File: src/shared/fpg_defs.svh
`ifndef FPG_DEFS_SVH
`define FPG_DEFS_SVH

// =====================================================================
// register word indices (byte address = index * 4)
`define FPG_IDX_MODE    6'h00
`define FPG_IDX_BLK_ONE 6'h01
`define FPG_IDX_BLK_TWO 6'h02
`define FPG_IDX_RAM_CTL 6'h03
`define FPG_IDX_STATUS  6'h04

// =====================================================================
// flash mode control fields
`define FPG_BIT_P       0
`define FPG_BIT_E       1
`define FPG_BIT_PCHK    2
`define FPG_BIT_WCHK    3
`define FPG_BIT_VPP     7
`define FPG_RST_MODE    4'h0
`define FPG_RST_EBR     8'h00

// =====================================================================
// ram control fields
`define FPG_BIT_RAME    7
`define FPG_BIT_RSV5    5
`define FPG_BIT_ERR     4
`define FPG_BIT_OVSEL   3
`define FPG_RST_RAME    1'b1
`define FPG_RST_OVL     4'h0

// =====================================================================
// timing
`define FPG_CLK_NS      8
`define FPG_PWV_NS      2000
`define FPG_PWV_CYC     ((`FPG_PWV_NS + `FPG_CLK_NS - 1) / `FPG_CLK_NS)

`endif

File: src/shared/fpg_pkg.sv
package fpg_pkg;
    typedef enum logic {FPG_BUS_IDLE, FPG_BUS_READ} fpg_bus_e;
    typedef logic [7:0]  fpg_byte_t;
    typedef logic [15:0] fpg_blk_t;
endpackage

File: src/shared/fpg_ctl_if.sv
`timescale 1ns/10ps
// register state in, gated array controls out
interface fpg_ctl_if;
    logic              p_bit;
    logic              e_bit;
    logic              pchk_bit;
    logic              wchk_bit;
    fpg_pkg::fpg_blk_t ebr;
    logic              ovsel;
    logic              err;
    logic              vpp;
    logic              prog;
    logic              erase;
    fpg_pkg::fpg_blk_t blk;
    logic              pvm;
    logic              evm;
    logic              pwv;
    modport ctl  (output p_bit, e_bit, pchk_bit, wchk_bit, ebr, ovsel, err, vpp,
                  input prog, erase, blk, pvm, evm, pwv);
    modport gate (input p_bit, e_bit, pchk_bit, wchk_bit, ebr, ovsel, err, vpp,
                  output prog, erase, blk, pvm, evm, pwv);
endinterface

File: src/verilog/fpg_gate.sv
`timescale 1ns/10ps
// =====================================================================
// protection gating of mode bits into array controls
module fpg_gate (
    fpg_ctl_if.gate c
);
    import fpg_pkg::*;

    logic no_write;

    always_comb begin
        // emulation, error and supply-absent protection
        no_write = c.ovsel | c.err | ~c.vpp;
        c.prog   = c.p_bit & ~no_write;
        // empty block selects protect every block
        c.erase  = c.e_bit & ~no_write & (|c.ebr);
        // protected erase never names single blocks
        c.blk    = c.erase ? c.ebr : '0;
        // verify stays usable under error and emulation protect
        c.pvm    = c.pchk_bit & c.vpp;
        c.evm    = c.wchk_bit & c.vpp;
        c.pwv    = c.vpp & ~(c.p_bit | c.e_bit | c.pchk_bit | c.wchk_bit);
    end
endmodule

File: src/verilog/fpg_top.sv
// Functional notes
// - all mode bits clear with supply present selects prewrite verify
// - block selects gate erase only; zero protects
// - overlay select blocks program and erase
// - supply absent clears mode and block selects
// - reset or standby clears mode and selects
// - error aborts operation, registers keep values
// - error protect only while program/erase set
// - under error, bits writable, no operation
// - verify bits work in error protect
// - only reset or hardware standby clear error
// - registers writable; software standby clears them
// - error protect touches flash operations only
// - nmi masked while program or erase set
// - nmi masked in boot until ram branch
// - reads during program/erase return undetermined data
// - protected erase covers all blocks together
// - enable set and low bits cleared by hard reset
// - overlay bits writable only user/boot mode
`timescale 1ns/10ps
`include "fpg_defs.svh"

module fpg_top (
    input  wire logic              hclk,
    input  wire logic              hresetn,
    input  wire logic              hsel,
    input  wire logic [31:0]       haddr,
    input  wire logic [1:0]        htrans,
    input  wire logic              hwrite,
    input  wire logic [2:0]        hsize,
    input  wire logic [31:0]       hwdata,
    input  wire logic              hready,
    output logic      [31:0]       hrdata,
    output logic                   hreadyout,
    output logic                   hresp,
    input  wire logic              vpp_present,
    input  wire logic              hw_standby,
    input  wire logic              sw_standby,
    input  wire logic              wdt_reset,
    input  wire logic              user_or_boot_mode,
    input  wire logic              boot_mode,
    input  wire logic              boot_ram_branch,
    input  wire logic              flash_error_detect,
    input  wire logic              nmi_in,
    output logic                   nmi_out,
    output logic                   prog_en,
    output logic                   erase_en,
    output fpg_pkg::fpg_blk_t      blk_erase_en,
    output logic                   prog_verify_en,
    output logic                   erase_verify_en,
    output logic                   prewrite_verify_en,
    output logic                   read_data_invalid
);
    import fpg_pkg::*;

    // =================================================================
    // state
    logic [3:0]      mode_q;
    fpg_byte_t       blk_one_q;
    fpg_byte_t       blk_two_q;
    logic            ram_en_q;
    logic [3:0]      ovl_q;
    logic            err_q;
    logic            started_q;
    logic            boot_run_q;
    logic [7:0]      settle_cnt_q;
    logic            settled_q;
    fpg_bus_e        bus_q;
    logic            wr_pend_q;
    logic [5:0]      wr_idx_q;
    logic [5:0]      rd_idx_q;
    logic [31:0]     hrdata_q;
    logic            hreadyout_q;
    logic            nmi_q;
    logic            prog_q;
    logic            erase_q;
    fpg_blk_t        blk_q;
    logic            pvm_q;
    logic            evm_q;
    logic            pwv_q;
    logic            rdinv_q;

    logic            flash_init;
    logic            hard_clear;
    logic            addr_phase;
    logic            pe_set;
    logic            nmi_mask;
    logic [31:0]     rd_mux;

    fpg_ctl_if       ctl ();

    // =================================================================
    // clear conditions
    assign hard_clear = hw_standby | wdt_reset;
    assign flash_init = ~vpp_present | hw_standby | sw_standby | wdt_reset;
    assign pe_set     = mode_q[`FPG_BIT_P] | mode_q[`FPG_BIT_E];
    assign addr_phase = hsel & htrans[1] & hready;

    // =================================================================
    // word read decode, shared by the read path
    function automatic logic [31:0] reg_read(
        input logic [5:0] idx
    );
        logic [7:0] v;
        v = 8'h00;
        unique case (idx)
            `FPG_IDX_MODE: begin
                v                = {4'h0, mode_q};
                v[`FPG_BIT_VPP]  = vpp_present;
            end
            `FPG_IDX_BLK_ONE: begin
                v = blk_one_q;
            end
            `FPG_IDX_BLK_TWO: begin
                v = blk_two_q;
            end
            `FPG_IDX_RAM_CTL: begin
                // overlay field reads zero outside user and boot mode
                v[3:0]           = user_or_boot_mode ? ovl_q : 4'h0;
                v[`FPG_BIT_ERR]  = err_q;
                v[`FPG_BIT_RSV5] = 1'b1;
                v[`FPG_BIT_RAME] = ram_en_q;
            end
            `FPG_IDX_STATUS: begin
                v = {boot_run_q, settled_q, err_q, nmi_mask,
                     pwv_q, pvm_q | evm_q, erase_q, prog_q};
            end
            default: begin
                v = 8'h00;
            end
        endcase
        return {24'h000000, v};
    endfunction

    // always_comb so the mux follows register changes, not only the index
    always_comb begin
        rd_mux = reg_read(rd_idx_q);
    end

    // =================================================================
    // flash mode control register
    always_ff @(posedge hclk or negedge hresetn) begin
        if (!hresetn) begin
            mode_q <= `FPG_RST_MODE;
        end else if (flash_init) begin
            mode_q <= `FPG_RST_MODE;
        end else if (wr_pend_q && wr_idx_q == `FPG_IDX_MODE) begin
            // writable even in error protect; gating happens downstream
            mode_q <= hwdata[3:0];
        end
    end

    // =================================================================
    // erase block select registers
    always_ff @(posedge hclk or negedge hresetn) begin
        if (!hresetn) begin
            blk_one_q <= `FPG_RST_EBR;
            blk_two_q <= `FPG_RST_EBR;
        end else if (flash_init) begin
            blk_one_q <= `FPG_RST_EBR;
            blk_two_q <= `FPG_RST_EBR;
        end else if (wr_pend_q) begin
            if (wr_idx_q == `FPG_IDX_BLK_ONE) begin
                blk_one_q <= hwdata[7:0];
            end
            if (wr_idx_q == `FPG_IDX_BLK_TWO) begin
                blk_two_q <= hwdata[7:0];
            end
        end
    end

    // =================================================================
    // ram control enable and overlay field
    always_ff @(posedge hclk or negedge hresetn) begin
        if (!hresetn) begin
            ram_en_q <= `FPG_RST_RAME;
        end else if (hard_clear) begin
            ram_en_q <= `FPG_RST_RAME;
        end else if (wr_pend_q && wr_idx_q == `FPG_IDX_RAM_CTL) begin
            ram_en_q <= hwdata[`FPG_BIT_RAME];
        end
    end

    always_ff @(posedge hclk or negedge hresetn) begin
        if (!hresetn) begin
            ovl_q <= `FPG_RST_OVL;
        end else if (hard_clear || !vpp_present) begin
            ovl_q <= `FPG_RST_OVL;
        end else if (wr_pend_q && wr_idx_q == `FPG_IDX_RAM_CTL
                     && user_or_boot_mode) begin
            ovl_q <= hwdata[3:0];
        end
    end

    // =================================================================
    // error flag: set only while program or erase bit is set
    always_ff @(posedge hclk or negedge hresetn) begin
        if (!hresetn) begin
            err_q <= 1'b0;
        end else if (flash_error_detect && pe_set) begin
            err_q <= 1'b1;
        end else if (hard_clear) begin
            err_q <= 1'b0;
        end
    end

    // =================================================================
    // boot strap capture and boot-time nmi masking
    always_ff @(posedge hclk or negedge hresetn) begin
        if (!hresetn) begin
            started_q  <= 1'b0;
            boot_run_q <= 1'b0;
        end else if (!started_q) begin
            started_q  <= 1'b1;
            boot_run_q <= boot_mode;
        end else if (boot_ram_branch) begin
            boot_run_q <= 1'b0;
        end
    end

    assign nmi_mask = pe_set | boot_run_q | ~started_q;

    always_ff @(posedge hclk or negedge hresetn) begin
        if (!hresetn) begin
            nmi_q <= 1'b0;
        end else begin
            nmi_q <= nmi_in & ~nmi_mask;
        end
    end

    // =================================================================
    // prewrite verify settling indicator
    always_ff @(posedge hclk or negedge hresetn) begin
        if (!hresetn) begin
            settle_cnt_q <= 8'h00;
            settled_q    <= 1'b0;
        end else if (!ctl.pwv) begin
            settle_cnt_q <= 8'h00;
            settled_q    <= 1'b0;
        end else if (settle_cnt_q == 8'(`FPG_PWV_CYC - 1)) begin
            settled_q    <= 1'b1;
        end else begin
            settle_cnt_q <= settle_cnt_q + 8'h01;
        end
    end

    // =================================================================
    // protection gating
    assign ctl.p_bit    = mode_q[`FPG_BIT_P];
    assign ctl.e_bit    = mode_q[`FPG_BIT_E];
    assign ctl.pchk_bit = mode_q[`FPG_BIT_PCHK];
    assign ctl.wchk_bit = mode_q[`FPG_BIT_WCHK];
    assign ctl.ebr      = {blk_two_q, blk_one_q};
    assign ctl.ovsel    = ovl_q[`FPG_BIT_OVSEL];
    assign ctl.err      = err_q;
    assign ctl.vpp      = vpp_present;

    fpg_gate u_gate (
        .c (ctl.gate)
    );

    // =================================================================
    // registered array controls
    always_ff @(posedge hclk or negedge hresetn) begin
        if (!hresetn) begin
            prog_q  <= 1'b0;
            erase_q <= 1'b0;
            blk_q   <= '0;
            pvm_q   <= 1'b0;
            evm_q   <= 1'b0;
            pwv_q   <= 1'b0;
            rdinv_q <= 1'b0;
        end else begin
            prog_q  <= ctl.prog;
            erase_q <= ctl.erase;
            blk_q   <= ctl.blk;
            pvm_q   <= ctl.pvm;
            evm_q   <= ctl.evm;
            pwv_q   <= ctl.pwv;
            rdinv_q <= pe_set;
        end
    end

    // =================================================================
    // ahb-lite slave: writes zero wait, reads one wait
    always_ff @(posedge hclk or negedge hresetn) begin
        if (!hresetn) begin
            wr_pend_q <= 1'b0;
            wr_idx_q  <= 6'h00;
        end else begin
            wr_pend_q <= addr_phase & hwrite;
            if (addr_phase && hwrite) begin
                wr_idx_q <= haddr[7:2];
            end
        end
    end

    always_ff @(posedge hclk or negedge hresetn) begin
        if (!hresetn) begin
            bus_q       <= FPG_BUS_IDLE;
            rd_idx_q    <= 6'h00;
            hreadyout_q <= 1'b1;
            hrdata_q    <= 32'h00000000;
        end else begin
            unique case (bus_q)
                FPG_BUS_IDLE: begin
                    if (addr_phase && !hwrite) begin
                        bus_q       <= FPG_BUS_READ;
                        rd_idx_q    <= haddr[7:2];
                        hreadyout_q <= 1'b0;
                    end
                end
                FPG_BUS_READ: begin
                    bus_q       <= FPG_BUS_IDLE;
                    hrdata_q    <= rd_mux;
                    hreadyout_q <= 1'b1;
                end
            endcase
        end
    end

    // =================================================================
    // outputs
    assign hrdata             = hrdata_q;
    assign hreadyout          = hreadyout_q;
    assign hresp              = 1'b0;
    assign nmi_out            = nmi_q;
    assign prog_en            = prog_q;
    assign erase_en           = erase_q;
    assign blk_erase_en       = blk_q;
    assign prog_verify_en     = pvm_q;
    assign erase_verify_en    = evm_q;
    assign prewrite_verify_en = pwv_q;
    assign read_data_invalid  = rdinv_q;

endmodule

File: config.mk
export PLATFORM = sky130hd
export DESIGN_NAME = fpg_top
export DESIGN_NICKNAME = d
export VERILOG_FILES = /design/src/shared/fpg_pkg.sv /design/src/shared/fpg_ctl_if.sv /design/src/verilog/fpg_gate.sv /design/src/verilog/fpg_top.sv
export VERILOG_INCLUDE_DIRS = /design/src /design/src/shared
export SDC_FILE = /design/constraint.sdc
export NUM_CORES = 1
export LEC_CHECK = 0
export BUFFER_PORTS_ARGS = -buffer_cell sky130_fd_sc_hd__buf_2
export CELL_PAD_IN_SITES_DETAIL_PLACEMENT = 1
export CELL_PAD_IN_SITES_GLOBAL_PLACEMENT = 1
export CORE_MARGIN = 3
export CORE_UTILIZATION = 40
export CTS_CLUSTER_SIZE = 25
export DETAILED_ROUTE_END_ITERATION = 10
export MAX_ROUTING_LAYER = met4
export PLACE_DENSITY = 0.9
export SYNTH_ARGS = -nofsm -noshare
export SYNTH_HDL_FRONTEND = slang
export SYNTH_HIERARCHICAL = 1
export SYNTH_SLANG_ARGS = --single-unit
File: constraint.sdc
create_clock -name hclk -period 2.5 [get_ports hclk]
set_input_delay 0.125 -clock hclk [delete_from_list [all_inputs] [get_ports hclk]]
set_output_delay 0.125 -clock hclk [all_outputs]
set_load 0.01 [all_outputs]
### After elaboration in Yosys (flattened, before gate mapping)

Index checks and enable logic that the tools add are counted.

| storage, ports and cells | value |
|---|---|
| word-level logic and storage cells | 116 |
| bits in registers | 83 |
| output and inout port bits | 57 |
| input port bits | 83 |

| operators by class | value |
|---|---|
| equality and inequality tests | 12 |
| bitwise operators | 28 |
| $add $sub $neg | 1 |
| reduce and logical (&&, ||, !) cells | 22 |
| multiplexer cells | 29 |

Operators by type and width:

| operator | count |
|---|---|
| $mux 8 | 8 |
| $pmux 6 s5 | 1 |
| $eq 6x2->1 const B | 4 |
| $mux 4 | 5 |
| $mux 16 | 1 |
| $reduce_or 16->1 | 1 |
| $reduce_bool 2->1 | 7 |
| $eq 6x1->1 const B | 2 |
| $logic_not 6->1 | 2 |
| $or 1x1->1 | 12 |
| $and 1x1->1 | 10 |
| $mux 1 | 10 |
| $add 8x1->8 const B | 1 |
| $eq 8x8->1 const B | 1 |
| $eq 6x3->1 const B | 1 |
| $logic_and 1x1->1 | 6 |
| $ne 2x2->1 const B | 3 |
| $not 1->1 | 6 |
| $reduce_and 2->1 | 3 |
| $pmux 1 s5 | 1 |
| $pmux 1 s2 | 2 |
| $pmux 1 s3 | 1 |
| $logic_not 1->1 | 2 |
| $ne 2x1->1 const B | 1 |
| $logic_or 1x1->1 | 1 |

### Depth between registers and ports, before layout

Gate-level depths: netlist of the first run.

| logic depth | value |
|---|---|
| word-level depth | 6 |
| depth in mapped cells | 7 |
| gate-level depth less buffers | 6 |

### Cells and area by module

Netlist of the first run, hierarchy kept.

By module, submodules not included:

| module | seq. area each (µm²) | cells each | area each (µm²) | times used |
|---|---|---|---|---|
| fpg_top | 2079.5 | 308 | 3533.4 | 1 |
| fpg_gate | 0.0 | 29 | 220.2 | 1 |

### Worst setup path before layout of the first run

No wires, ideal clock.

| timing path | value |
|---|---|
| path kind | reg-to-reg |
| start | register mode_q[1] |
| end | register hrdata_q[4] (netlist: hrdata[4]) |
| arrival | 1.507 ns |
| period minus slack after synthesis | 1.628 ns |
| path slack | 0.872 ns |
| stages on the path, launching flop included | 5 |
| required time | 2.380 ns |
| path through | dfrtp_1 > or2_2 > or3b_2 > a22o_1 > a2bb2oi_2 |

| between the ends | value |
|---|---|
| longest elaborated chain between the ends | 4 |

Ends and longest elaborated chain:

| element | RTL line | text |
|---|---|---|
| start: declaration | fpg_top.sv:58 | `logic [3:0] mode_q;` |
| start signal: assignment | fpg_top.sv:144 | `` mode_q <= `FPG_RST_MODE; `` |
| start signal: assignment | fpg_top.sv:146 | `` mode_q <= `FPG_RST_MODE; `` |
| start signal: assignment | fpg_top.sv:149 | `mode_q <= hwdata[3:0];` |
| $or 1x1->1 | fpg_top.sv:96 | `` assign pe_set = mode_q[`FPG_BIT_P] \| mode_q[`FPG_BIT_E]; `` |
| via pe_set | fpg_top.sv:86 | `logic pe_set;` |
| $or 1x1->1 (2 in series) | fpg_top.sv:221 | `assign nmi_mask = pe_set \| boot_run_q \| ~started_q;` |
| $pmux 6 s5 | fpg_top.sv:106 | `unique case (idx)` |
| end signal: assignment | fpg_top.sv:315 | `hrdata_q <= rd_mux;` |
| end: declaration | fpg_top.sv:72 | `logic [31:0] hrdata_q;` |

The timed path passes the listed nets, and every way through them passes these cells.
A chain may end at the register's enable or synchronous reset.

### Final worst setup path of the first run

| timing path | value |
|---|---|
| start | register rd_idx_q[2] |
| end | register hrdata_q[5] (netlist: hrdata[5]) |

| between the ends | value |
|---|---|
| longest elaborated chain between the ends | 2 |
| elaborated cells on any way between the ends | 6 |

Ends and longest elaborated chain:

| element | RTL line | text |
|---|---|---|
| start: declaration | fpg_top.sv:71 | `logic [5:0] rd_idx_q;` |
| start signal: assignment | fpg_top.sv:309 | `rd_idx_q <= haddr[7:2];` |
| $eq 6x3->1 (tied with other cells) | fpg_top.sv:106 |  |
| $pmux 6 s5 * | fpg_top.sv:106 |  |

Every way passes the cells marked *; elsewhere a longest branch is shown, timed or not.

==> flow_metrics.py, run 1 <==
metrics = {
    "worst_hold_path": {
        "hold_class": "in2reg",
        "worstHoldPathCells": 3,
    },
    "yosys": {
        "synth_top_area_share_pct": 54.0,
        "syn_area_um2": 3750,
        "ys_warn_count": 6,
        "synthTopCellsByArea": "dfrtp_1, mux2i_1, buf_4",
        "syn_avg_cell_area_um2": 11.1,
        "syn_inst": 337,
        "yosysUniqueCellTypes": 46,
        "synth_edf_count": 0,
        "yosysTopAreaCell": "dfrtp_1",
        "synth_seq_cells": 83,
        "yosysSeqAreaShare_pct": 55.4,
        "ys_async_sr_fraction_pct": 100,
        "ys.flop_type": "dfrtp_1",
    },
    "floorplanning": {
        "die-area_um2": 10600,
        "coreArea_um2": 8930,
        "placementRows": 34,
        "dieHeight_um": 103,
        "io_pins": 140,
        "start_util_pct": 42.0,
        "die_w_um": 103,
    },
    "sta": {
        "final-hold-violation-count": 0,
        "fin_skew_ns": 0.0114,
        "rsz0062_at_grt": "false",
        "finalSetupTns_ns": 0,
        "setup_viol": 0,
        "tightest_slew_ns": 1.05,
        "min_period_ns": 1.93,
        "slew_headroom_pct": 30.1,
        "period_share_pct": 77.3,
        "timing.fmax_mhz": 517,
        "drv_slew": 0,
    },
    "global_route": {
        "antenna_found_initial": 0,
        "grt_pass1_vias": 2920,
        "grt_max_degree": 84,
        "track_usage_pct": 19.7,
        "grt_overflow_total": 0,
        "grt_pass1_wl_um": 15300,
    },
    "clocking": {
        "clk_pin_slew_ns": 0.09,
        "clockBufferDepth": 2,
        "cts_max_level": 3,
        "cts_buffers": 9,
        "cts_root_buf": "clkbuf_8",
        "clock_sink_count": 83,
        "clkLatencyLatePin_ns": 0.35,
        "cts_tree": "yes",
    },
    "critical_path": {
        "critPathMaxStageDelay_ns": 0.57,
        "cp_slowest_cell": "or4_4",
        "startpoint_type": "flop",
        "ff2ff_path_depth": 4,
        "cp_cell_sequence": "or4_4 > nor3b_4 > a2bb2oi_1 > a32oi_1",
        "arrival_ns": 2.20,
        "path_class": "reg2reg",
        "worstPathMaxFanout": 8,
        "cp.depth": 4,
        "crit_buf_inv": 0,
        "cp-end-kind": "flop",
        "critPathTopFamily": "simple AND/OR/NAND/NOR gates",
        "cp_data_required_time_ns": 2.76,
    },
    "routing": {
        "firstDrtPassIters": 4,
        "drt_iter0_markers": 163,
        "final_antenna_net_count": 0,
        "drc_errors": 0,
        "wl_um": 9570,
        "met1_length_um": 4020,
        "wl_met2_um": 4920,
        "highest_layer": "met4",
        "avgViaCountPerCell": 5.24,
        "vias": 2747,
        "wire_per_inst_um": 18.3,
        "route.met3.wl_um": 471,
    },
    "finish": {
        "n_antenna_cell": 0,
        "final_common_cell": "dfrtp_1",
        "drive_gt1_share_pct": 26.7,
        "area_growth_pct": 15.7,
        "final_nets": 496,
        "fin_area_um2": 4340,
        "final_cell_mix": "dfrtp_1, buf_2, nor2_1",
    },
    "place": {
        "portBuffers": 60,
        "hpwlAfterDp_um": 6810,
        "placed_cell_area_um2": 4080,
        "gp_congestion": 0.855,
    },
    "run": {
        "max_cap_viol_count": 0,
    },
    "power": {
        "p_leak_nw": 2.28,
        "vdd_drop_max_uv": 233,
        "power_density_nw_per_um2": 619,
    },
    "outcome": {
        "status": "finished clean",
    },
}
==> report_power, final <==
| part | switching (mW) | total, mW | internal [mW] |
|---|---|---|---|
| Sequential | 0.0914 | 1.51 | 1.42 |
| Clock | 0.491 | 0.858 | 0.367 |
| Combinational | 0.180 | 0.321 | 0.141 |
==> final timing paths <==
check	slack, ns	from	end
min	0.005	hw_standby	ram_en_q$_DFFE_PN1P_
min reg2reg	0.49	started_q$_DFF_PN0_	boot_run_q$_DFFE_PN0P_
max reg2reg	0.57	rd_idx_q[2]$_DFFE_PN0P_	hrdata[5]$_DFFE_PN0P_
max in group asynchronous	1.33	hresetn	ovl_q[3]$_DFFE_PN0P_
max	0.57	rd_idx_q[2]$_DFFE_PN0P_	hrdata[5]$_DFFE_PN0P_
min in group asynchronous	0.49	hresetn	rd_idx_q[2]$_DFFE_PN0P_
==> cell type report <==
type | count | area (um^2)
timing repair buffer | 74 | 430
fill | 1004 | 4590
multi-input combinational | 237 | 1510
clock inverter | 5 | 38.8
clock buffer | 11 | 131
inverter | 6 | 22.5
tap | 108 | 135
sequential | 83 | 2080
==> state kept, by name, indices dropped and copies added, names as in the netlist, 4 cells and up <==
signal,flops
rd_idx_q,6
hrdata,8
ovl_q,4
blk_one_q,8
settle_cnt_q,8
blk_two_q,8
mode_q,4
wr_idx_q,6
blk_erase_en,16
==> stage by stage <==
| stage | worst slack [ns] | utilization (%) | cells | hold WS, ns | power (mW) |
|---|---|---|---|---|---|
| floorplan | 0.872 | - | 361 | -0.171 | 1.72 |
| global placement | 0.672 | 45.7 | 499 | 0.311 | 1.82 |
| detailed placement | 0.626 | 45.7 | 499 | 0.307 | 1.85 |
| CTS | 0.597 | 48.6 | 524 | 0.00111 | 2.71 |
| global route | 0.493 | 48.6 | 524 | 0.00706 | 2.83 |
| finish | 0.566 | 48.6 | 524 | 0.00527 | 2.69 |
==> repair_timing <==
item                       4_1_cts  5_1_grt
buffers inserted                 0        0
hold endpoints to repair        34        0
hold buffers                     9        0
setup endpoints to repair        0        0
resized for setup                0        0
==> tightest hold or removal path, stage by stage <==
cell	delay, ns
buf_2	0.08
nor2_1	0.06
nand2_1	0.07
==> Yosys cell counts (3+ instances only) <==
library cell	instances
a21boi_0	4
a2bb2oi_1	6
a31oi_1	6
a41oi_1	4
and2_1	10
and2_2	13
and3_1	3
buf_4	25
clkbuf_1	7
dfrtp_1	81
inv_1	6
mux2_2	6
mux2i_1	27
nand2_1	33
nand2b_1	3
nand3_1	6
nand4_1	5
nor2_1	38
nor2b_1	4
nor4_1	6
o21ai_0	4
or2_2	3
or3_1	3
xnor2_1	3
==> metal layers <==
layer	up-vias	global-route usage, %
met2	87	32.3
met1	1398	24.4
li1	1250	-
met3	12	3.79
met5	-	-
met4	0	6.87
==> cells by family (layout without fill, tap and decap cells) <==
kind of cell	after synthesis	in the layout	synth area share [%]
compound gates	32	32	6.60
fa+ha+maj	2	2	0.667
buf+inv	41	96	6.87
xor+xnor	4	4	0.934
simple gates	140	140	20.3
other cells	2	26	0.200
flops	83	83	55.4
mux	33	33	9.00
Power figures use the tool's default switching activity.
==> run 2: changes to the inputs <==
- ABC_AREA: unset -> 1
- CORE_UTILIZATION: 40 -> 36
- PLACE_DENSITY: 0.9 -> 0.85
- clock period: 2.5 -> 1.8 ns (I/O delays scaled with it)
==> run 2 against run 1 <==
Sequential share of layout area fell by 4.2 points. Largest cell class unchanged. Global-route usage fell by 1.1 points. Sequential power rose by 37%. Non-clock buffer count rose by 14. First-iteration DRC count fell by 29%. Die area rose by 17%. Sequential cell count did not move. Clock skew fell by 0.0039 ns. Largest power group unchanged.
==> flow_metrics.py, run 2 <==
metrics = {
    "outcome": {
        "status": "finished clean",
    },
    "worst_hold_path": {
        "min_to": "ovl_q[2]$_DFFE_PN0P_",
        "hp-start": "hwdata[2]",
        "worstHoldPathCells": 3,
        "hold_class": "in2reg",
    },
    "critical_path": {
        "arrival_ns": 1.86,
        "startpoint_type": "input port",
        "r2r_setup_slack_ns": 0.24,
        "ff2ff_path_depth": 6,
        "path_class": "in2reg",
        "cp-end-kind": "flop",
        "reg2reg_from": "mode_q[1]$_DFFE_PN0P_",
        "worstPathMaxFanout": 4,
        "timing.rr.end": "settle_cnt_q[7]$_DFFE_PN0P_",
        "cp_data_required_time_ns": 2.09,
    },
    "yosys": {
        "syn_area_um2": 3970,
        "syn_inst": 479,
        "ys_warn_count": 6,
        "synth.most_common_cell": "nand2_1",
        "ys.flop_type": "dfrtp_1",
        "synth_top_area_share_pct": 51.0,
        "yosysUniqueCellTypes": 32,
        "synth_seq_cells": 83,
        "yosysSeqAreaShare_pct": 52.3,
        "ys_async_sr_fraction_pct": 100,
        "synth_commonest_cells": "nand2_1, dfrtp_1, nor2_1, inv_1, nand3_1",
        "synth_edf_count": 0,
        "yosysTopAreaCell": "dfrtp_1",
        "synthTopCellsByArea": "dfrtp_1, nand2_1, nor2_1",
        "syn_avg_cell_area_um2": 8.29,
    },
    "clocking": {
        "cts_setup_buffers": 0,
        "clockBufferDepth": 2,
        "clock_sink_count": 83,
        "clkLatencyLatePin_ns": 0.36,
        "cts_max_level": 3,
        "cts_root_buf": "clkbuf_8",
        "cts_resized": 0,
        "cts_tree": "yes",
        "clk_pin_slew_ns": 0.09,
        "cts_buffers": 9,
    },
    "sta": {
        "finalSetupTns_ns": 0,
        "setup_viol": 0,
        "fin_skew_ns": 0.00744,
        "period_share_pct": 87.1,
        "rsz0062_at_grt": "false",
        "timing.fmax_mhz": 638,
        "final-hold-violation-count": 0,
        "tightest_slew_ns": 0.619,
        "min_period_ns": 1.57,
        "drv_slew": 0,
        "slew_headroom_pct": 58.7,
    },
    "power": {
        "power_density_nw_per_um2": 857,
        "vdd_drop_max_uv": 423,
        "p_leak_nw": 2.41,
    },
    "floorplanning": {
        "dieHeight_um": 111,
        "coreArea_um2": 10500,
        "die-area_um2": 12300,
        "die_w_um": 111,
        "start_util_pct": 37.8,
        "placementRows": 37,
        "io_pins": 140,
    },
    "finish": {
        "area_growth_pct": 19.8,
        "utilization_pct": 45.3,
        "final_cell_mix": "nand2_1, dfrtp_1, nor2_1",
        "n_antenna_cell": 0,
        "fin_area_um2": 4760,
        "final_nets": 653,
        "drive_gt1_share_pct": 19.5,
        "largest_reg_flops": 16,
        "final_common_cell": "nand2_1",
    },
    "routing": {
        "final_antenna_net_count": 0,
        "wl_um": 10800,
        "vias": 3374,
        "drc_errors": 0,
        "avgViaCountPerCell": 4.76,
        "drt_iter0_markers": 116,
        "firstDrtPassIters": 4,
        "wire_per_inst_um": 15.2,
    },
    "global_route": {
        "grt_pass1_wl_um": 18000,
        "grt_overflow_total": 0,
        "antenna_found_initial": 0,
        "grt_max_degree": 45,
        "grt_pass1_vias": 3676,
        "track_usage_pct": 18.6,
    },
    "place": {
        "placed_cell_area_um2": 4360,
        "hpwlAfterDp_um": 8030,
        "gp_congestion": 0.888,
        "portBuffers": 60,
    },
    "run": {
        "max_cap_viol_count": 0,
    },
}
## run 2: cell count changes after synthesis, moves of 13 or more
cell     change
nand2_1     +74
inv_1       +49
nor2_1      +32
nand3_1     +30
mux2i_1     -27
o21ai_0     +18
and2_2      -13
## run 2: routing by layer
metal | global-route usage, % | vias to the layer above | share of wire (%)
met1 | 20.8 | 1662 | 40
li1 | - | 1635 | -
met5 | - | - | 0
met4 | 5.84 | 0 | 1.4
met3 | 2.84 | 16 | 3.4
met2 | 34.0 | 61 | 55
## run 2: timing repair
action | in CTS | in global routing
setup endpoints to repair | 0 | 0
hold endpoints to repair | 68 | 0
hold buffers | 20 | 0
## run 2: cell type report
class | count | area, um^2
Fill cell | 1298 | 5750
Sequential cell | 83 | 2080
Multi-Input combinational cell | 328 | 1520
Timing Repair Buffer | 88 | 576
Inverter | 58 | 218
Tap cell | 136 | 170
Clock buffer | 9 | 124
Clock inverter | 7 | 77.6
## run 2: where the power goes
part	total, mW	switching [mW]	internal [mW]
sequential	2.07	0.0992	1.97
clock	1.38	0.726	0.650
combinational	0.634	0.429	0.205
## run 2: per-stage QoR
step	cells	power (mW)	hold slack, ns	setup WS (ns)
2_1_floorplan	503	2.49	-0.206	0.0302
3_3_place_gp	673	2.66	0.134	0.325
3_5_place_dp	673	2.70	0.145	0.239
4_1_cts	709	4.12	0.00464	0.220
5_1_grt	709	4.30	0.0243	0.115
6_report	709	4.08	0.0195	0.232
## run 2: worst max path at each step
stage,cells after the start,startpoint,end,slack (ns)
6_report,9,wdt_reset,blk_two_q[3]$_DFFE_PN0P_,0.23
3_5_place_dp,6,mode_q[1]$_DFFE_PN0P_,settle_cnt_q[7]$_DFFE_PN0P_,0.24
5_1_grt,9,wdt_reset,mode_q[3]$_DFFE_PN0P_,0.12
2_1_floorplan,6,mode_q[1]$_DFFE_PN0P_,settle_cnt_q[7]$_DFFE_PN0P_,0.03
4_1_cts,6,mode_q[1]$_DFFE_PN0P_,settle_cnt_q[7]$_DFFE_PN0P_,0.22
3_3_place_gp,6,mode_q[1]$_DFFE_PN0P_,settle_cnt_q[7]$_DFFE_PN0P_,0.32
## run 2: logic make-up after synthesis
logic type      Yosys count  share of synthesized area (%)
simple gates            256                           29.4
buf+inv                  92                           11.7
compound gates           44                           5.73
other cells               2                          0.189
fa+ha+maj                 2                          0.630
flops                    83                           52.3
## run 2: worst max-delay path, cell delays in order
cell	delay, ns
dlygate4sd3_1	0.53
buf_2	0.12
nor2_2	0.17
nand2_1	0.14
nor2_4	0.16
inv_1	0.11
nor2_1	0.30
nand2_1	0.12
o21ai_1	0.10
==> run 3: changes to the inputs <==
- CORE_ASPECT_RATIO: unset -> 0.7
==> run 3 against run 2 <==
Critical path depth stayed put. Clock-buffer cell count unchanged. Fmax shrank 8.7%. Routed wire length down 0.50%. Final cell count rose by 0.71%. Core utilization increased by 0.072 points. Register-to-register slack better by 0.02 ns. Hold slack got worse by 0.0024 ns. First-iteration DRC count rose by 25%. Die area up 0.17%. Worst setup slack worse by 0.15 ns. Largest power group unchanged.
==> flow_metrics.py, run 3 (synthesized netlist as in run 2, its figures left out) <==
metrics = {
    "outcome": {
        "status": "finished clean",
    },
    "finish": {
        "final_cell_mix": "nand2_1, dfrtp_1, nor2_1",
        "n_antenna_cell": 0,
        "utilization_pct": 45.4,
        "multi_input_area_um2": 1520,
        "final_nets": 646,
        "regArea_um2": 2080,
        "largest_reg_flops": 16,
        "n_fill_cell": 1322,
        "area_growth_pct": 20.5,
        "final_common_cell": "nand2_1",
        "drive_gt1_share_pct": 19.4,
    },
    "routing": {
        "wire_per_inst_um": 15.0,
        "avgViaCountPerCell": 4.71,
        "drc_errors": 0,
        "vias": 3362,
        "drt_iter0_markers": 145,
        "final_antenna_net_count": 0,
        "firstDrtPassIters": 4,
        "wl_um": 10700,
    },
    "floorplanning": {
        "die-area_um2": 12400,
        "start_util_pct": 37.7,
        "io_pins": 140,
        "dieHeight_um": 93.9,
        "coreArea_um2": 10600,
        "die_w_um": 132,
        "placementRows": 31,
    },
    "critical_path": {
        "arrival_ns": 1.98,
        "path_common_cell": "nand2_1",
        "critPathMaxStageDelay_ns": 0.55,
        "cp-end-kind": "flop",
        "cp_data_required_time_ns": 2.06,
        "crit_start": "wdt_reset",
        "path_class": "in2reg",
        "worstPathMaxFanout": 8,
        "cp_slowest_cell": "dlygate4sd3_1",
        "cp_cell_sequence": "dlygate4sd3_1 > buf_2 > nor2_2 > nand2_1 > nor2_4 > inv_1 > nor2_1 > nand2_1 > o21ai_0",
        "startpoint_type": "input port",
        "reg2reg_from": "mode_q[1]$_DFFE_PN0P_",
    },
    "sta": {
        "setup_viol": 0,
        "timing.fmax_mhz": 582,
        "slew_headroom_pct": 61.8,
        "finalSetupTns_ns": 0,
        "tightest_slew_ns": 0.573,
        "drv_slew": 0,
        "min_period_ns": 1.72,
        "fin_skew_ns": 0.00601,
        "rsz0062_at_grt": "false",
        "final-hold-violation-count": 0,
        "period_share_pct": 95.5,
    },
    "clocking": {
        "clkLatencyLatePin_ns": 0.35,
        "cts_max_level": 3,
        "clockBufferDepth": 2,
        "cts_resized": 0,
        "cts_buffers": 9,
        "cts_tree": "yes",
        "cts_root_buf": "clkbuf_16",
        "clock_sink_count": 83,
        "clk_pin_slew_ns": 0.07,
    },
    "global_route": {
        "grt_pass1_wl_um": 17300,
        "track_usage_pct": 18.4,
        "grt_max_degree": 43,
        "grt_overflow_total": 0,
        "grt_pass1_vias": 3402,
        "antenna_found_initial": 0,
    },
    "worst_hold_path": {
        "hp-start": "vpp_present",
        "hold_class": "in2reg",
    },
    "power": {
        "vdd_drop_max_uv": 448,
        "power_density_nw_per_um2": 925,
        "p_leak_nw": 2.40,
    },
    "place": {
        "gp_congestion": 0.924,
        "portBuffers": 60,
        "hpwlAfterDp_um": 7870,
    },
    "run": {
        "max_cap_viol_count": 0,
    },
}
run 3: area by class of cell:
cell class                 count  share of cell area (%)
sequential                    83                    43.4
clock inverter                 7                    1.10
clock buffer                   9                    4.70
tap                          148                    3.87
inverter                      58                    4.55
timing repair buffer          81                    10.7
multi-input combinational    328                    31.7
run 3: metal layers:
layer / vias up / share of wire (%) / track usage, %
met4: 0 / 1.5 / 5.77
met3: 12 / 5.2 / 4.71
li1: 1630 / - / -
met2: 78 / 48 / 30.3
met5: - / 0 / -
met1: 1642 / 45 / 22.7
run 3: what timing repair did:
item,in CTS,in global routing
buffers inserted,0,0
hold endpoints to repair,57,0
endpoints found under the setup margin,0,0
hold buffers,15,0
run 3: where the power goes:
part           switching [mW]  internal (mW)  total, mW
combinational           0.419          0.197      0.615
sequential             0.0982           1.98       2.07
clock                   0.799          0.941       1.74
total                    1.32           3.11       4.43
run 3: worst max-delay path, delay by kind of cell:
| family | cells | cell delay, ns |
|---|---|---|
| AO/OA/AOI/OAI | 1 | 0.10 |
| AND/OR/NAND/NOR | 5 | 0.98 |
| buffers and inverters | 3 | 0.82 |
run 3: stage by stage:
stage / power [mW] / setup WS, ns / area, um^2 / std cells / hold WS [ns]
2_1_floorplan: 2.49 / 0.0302 / 4060 / 503 / -0.206
3_3_place_gp: 2.66 / 0.298 / 4360 / 683 / 0.0990
3_5_place_dp: 2.69 / 0.257 / 4360 / 683 / 0.116
4_1_cts: 4.48 / 0.180 / 4790 / 714 / 0.00211
5_1_grt: 4.63 / 0.0601 / 4790 / 714 / 0.0177
6_report: 4.43 / 0.0819 / 4790 / 714 / 0.0171
run 3: final timing paths:
check                                                   end  cells after the start  slack [ns]
worst max-delay path               blk_two_q[2]$_DFFE_PN0P_                      9        0.08
worst min-delay path              erase_verify_en$_DFF_PN0_                      3        0.02
worst max register to register  settle_cnt_q[7]$_DFFE_PN0P_                      6        0.26
worst min register to register      wr_idx_q[3]$_DFFE_PN0P_                      2        0.47
max in group asynchronous             hreadyout$_DFFE_PN1P_                      3        0.80
min in group asynchronous                erase_en$_DFF_PN0_                      2        0.30
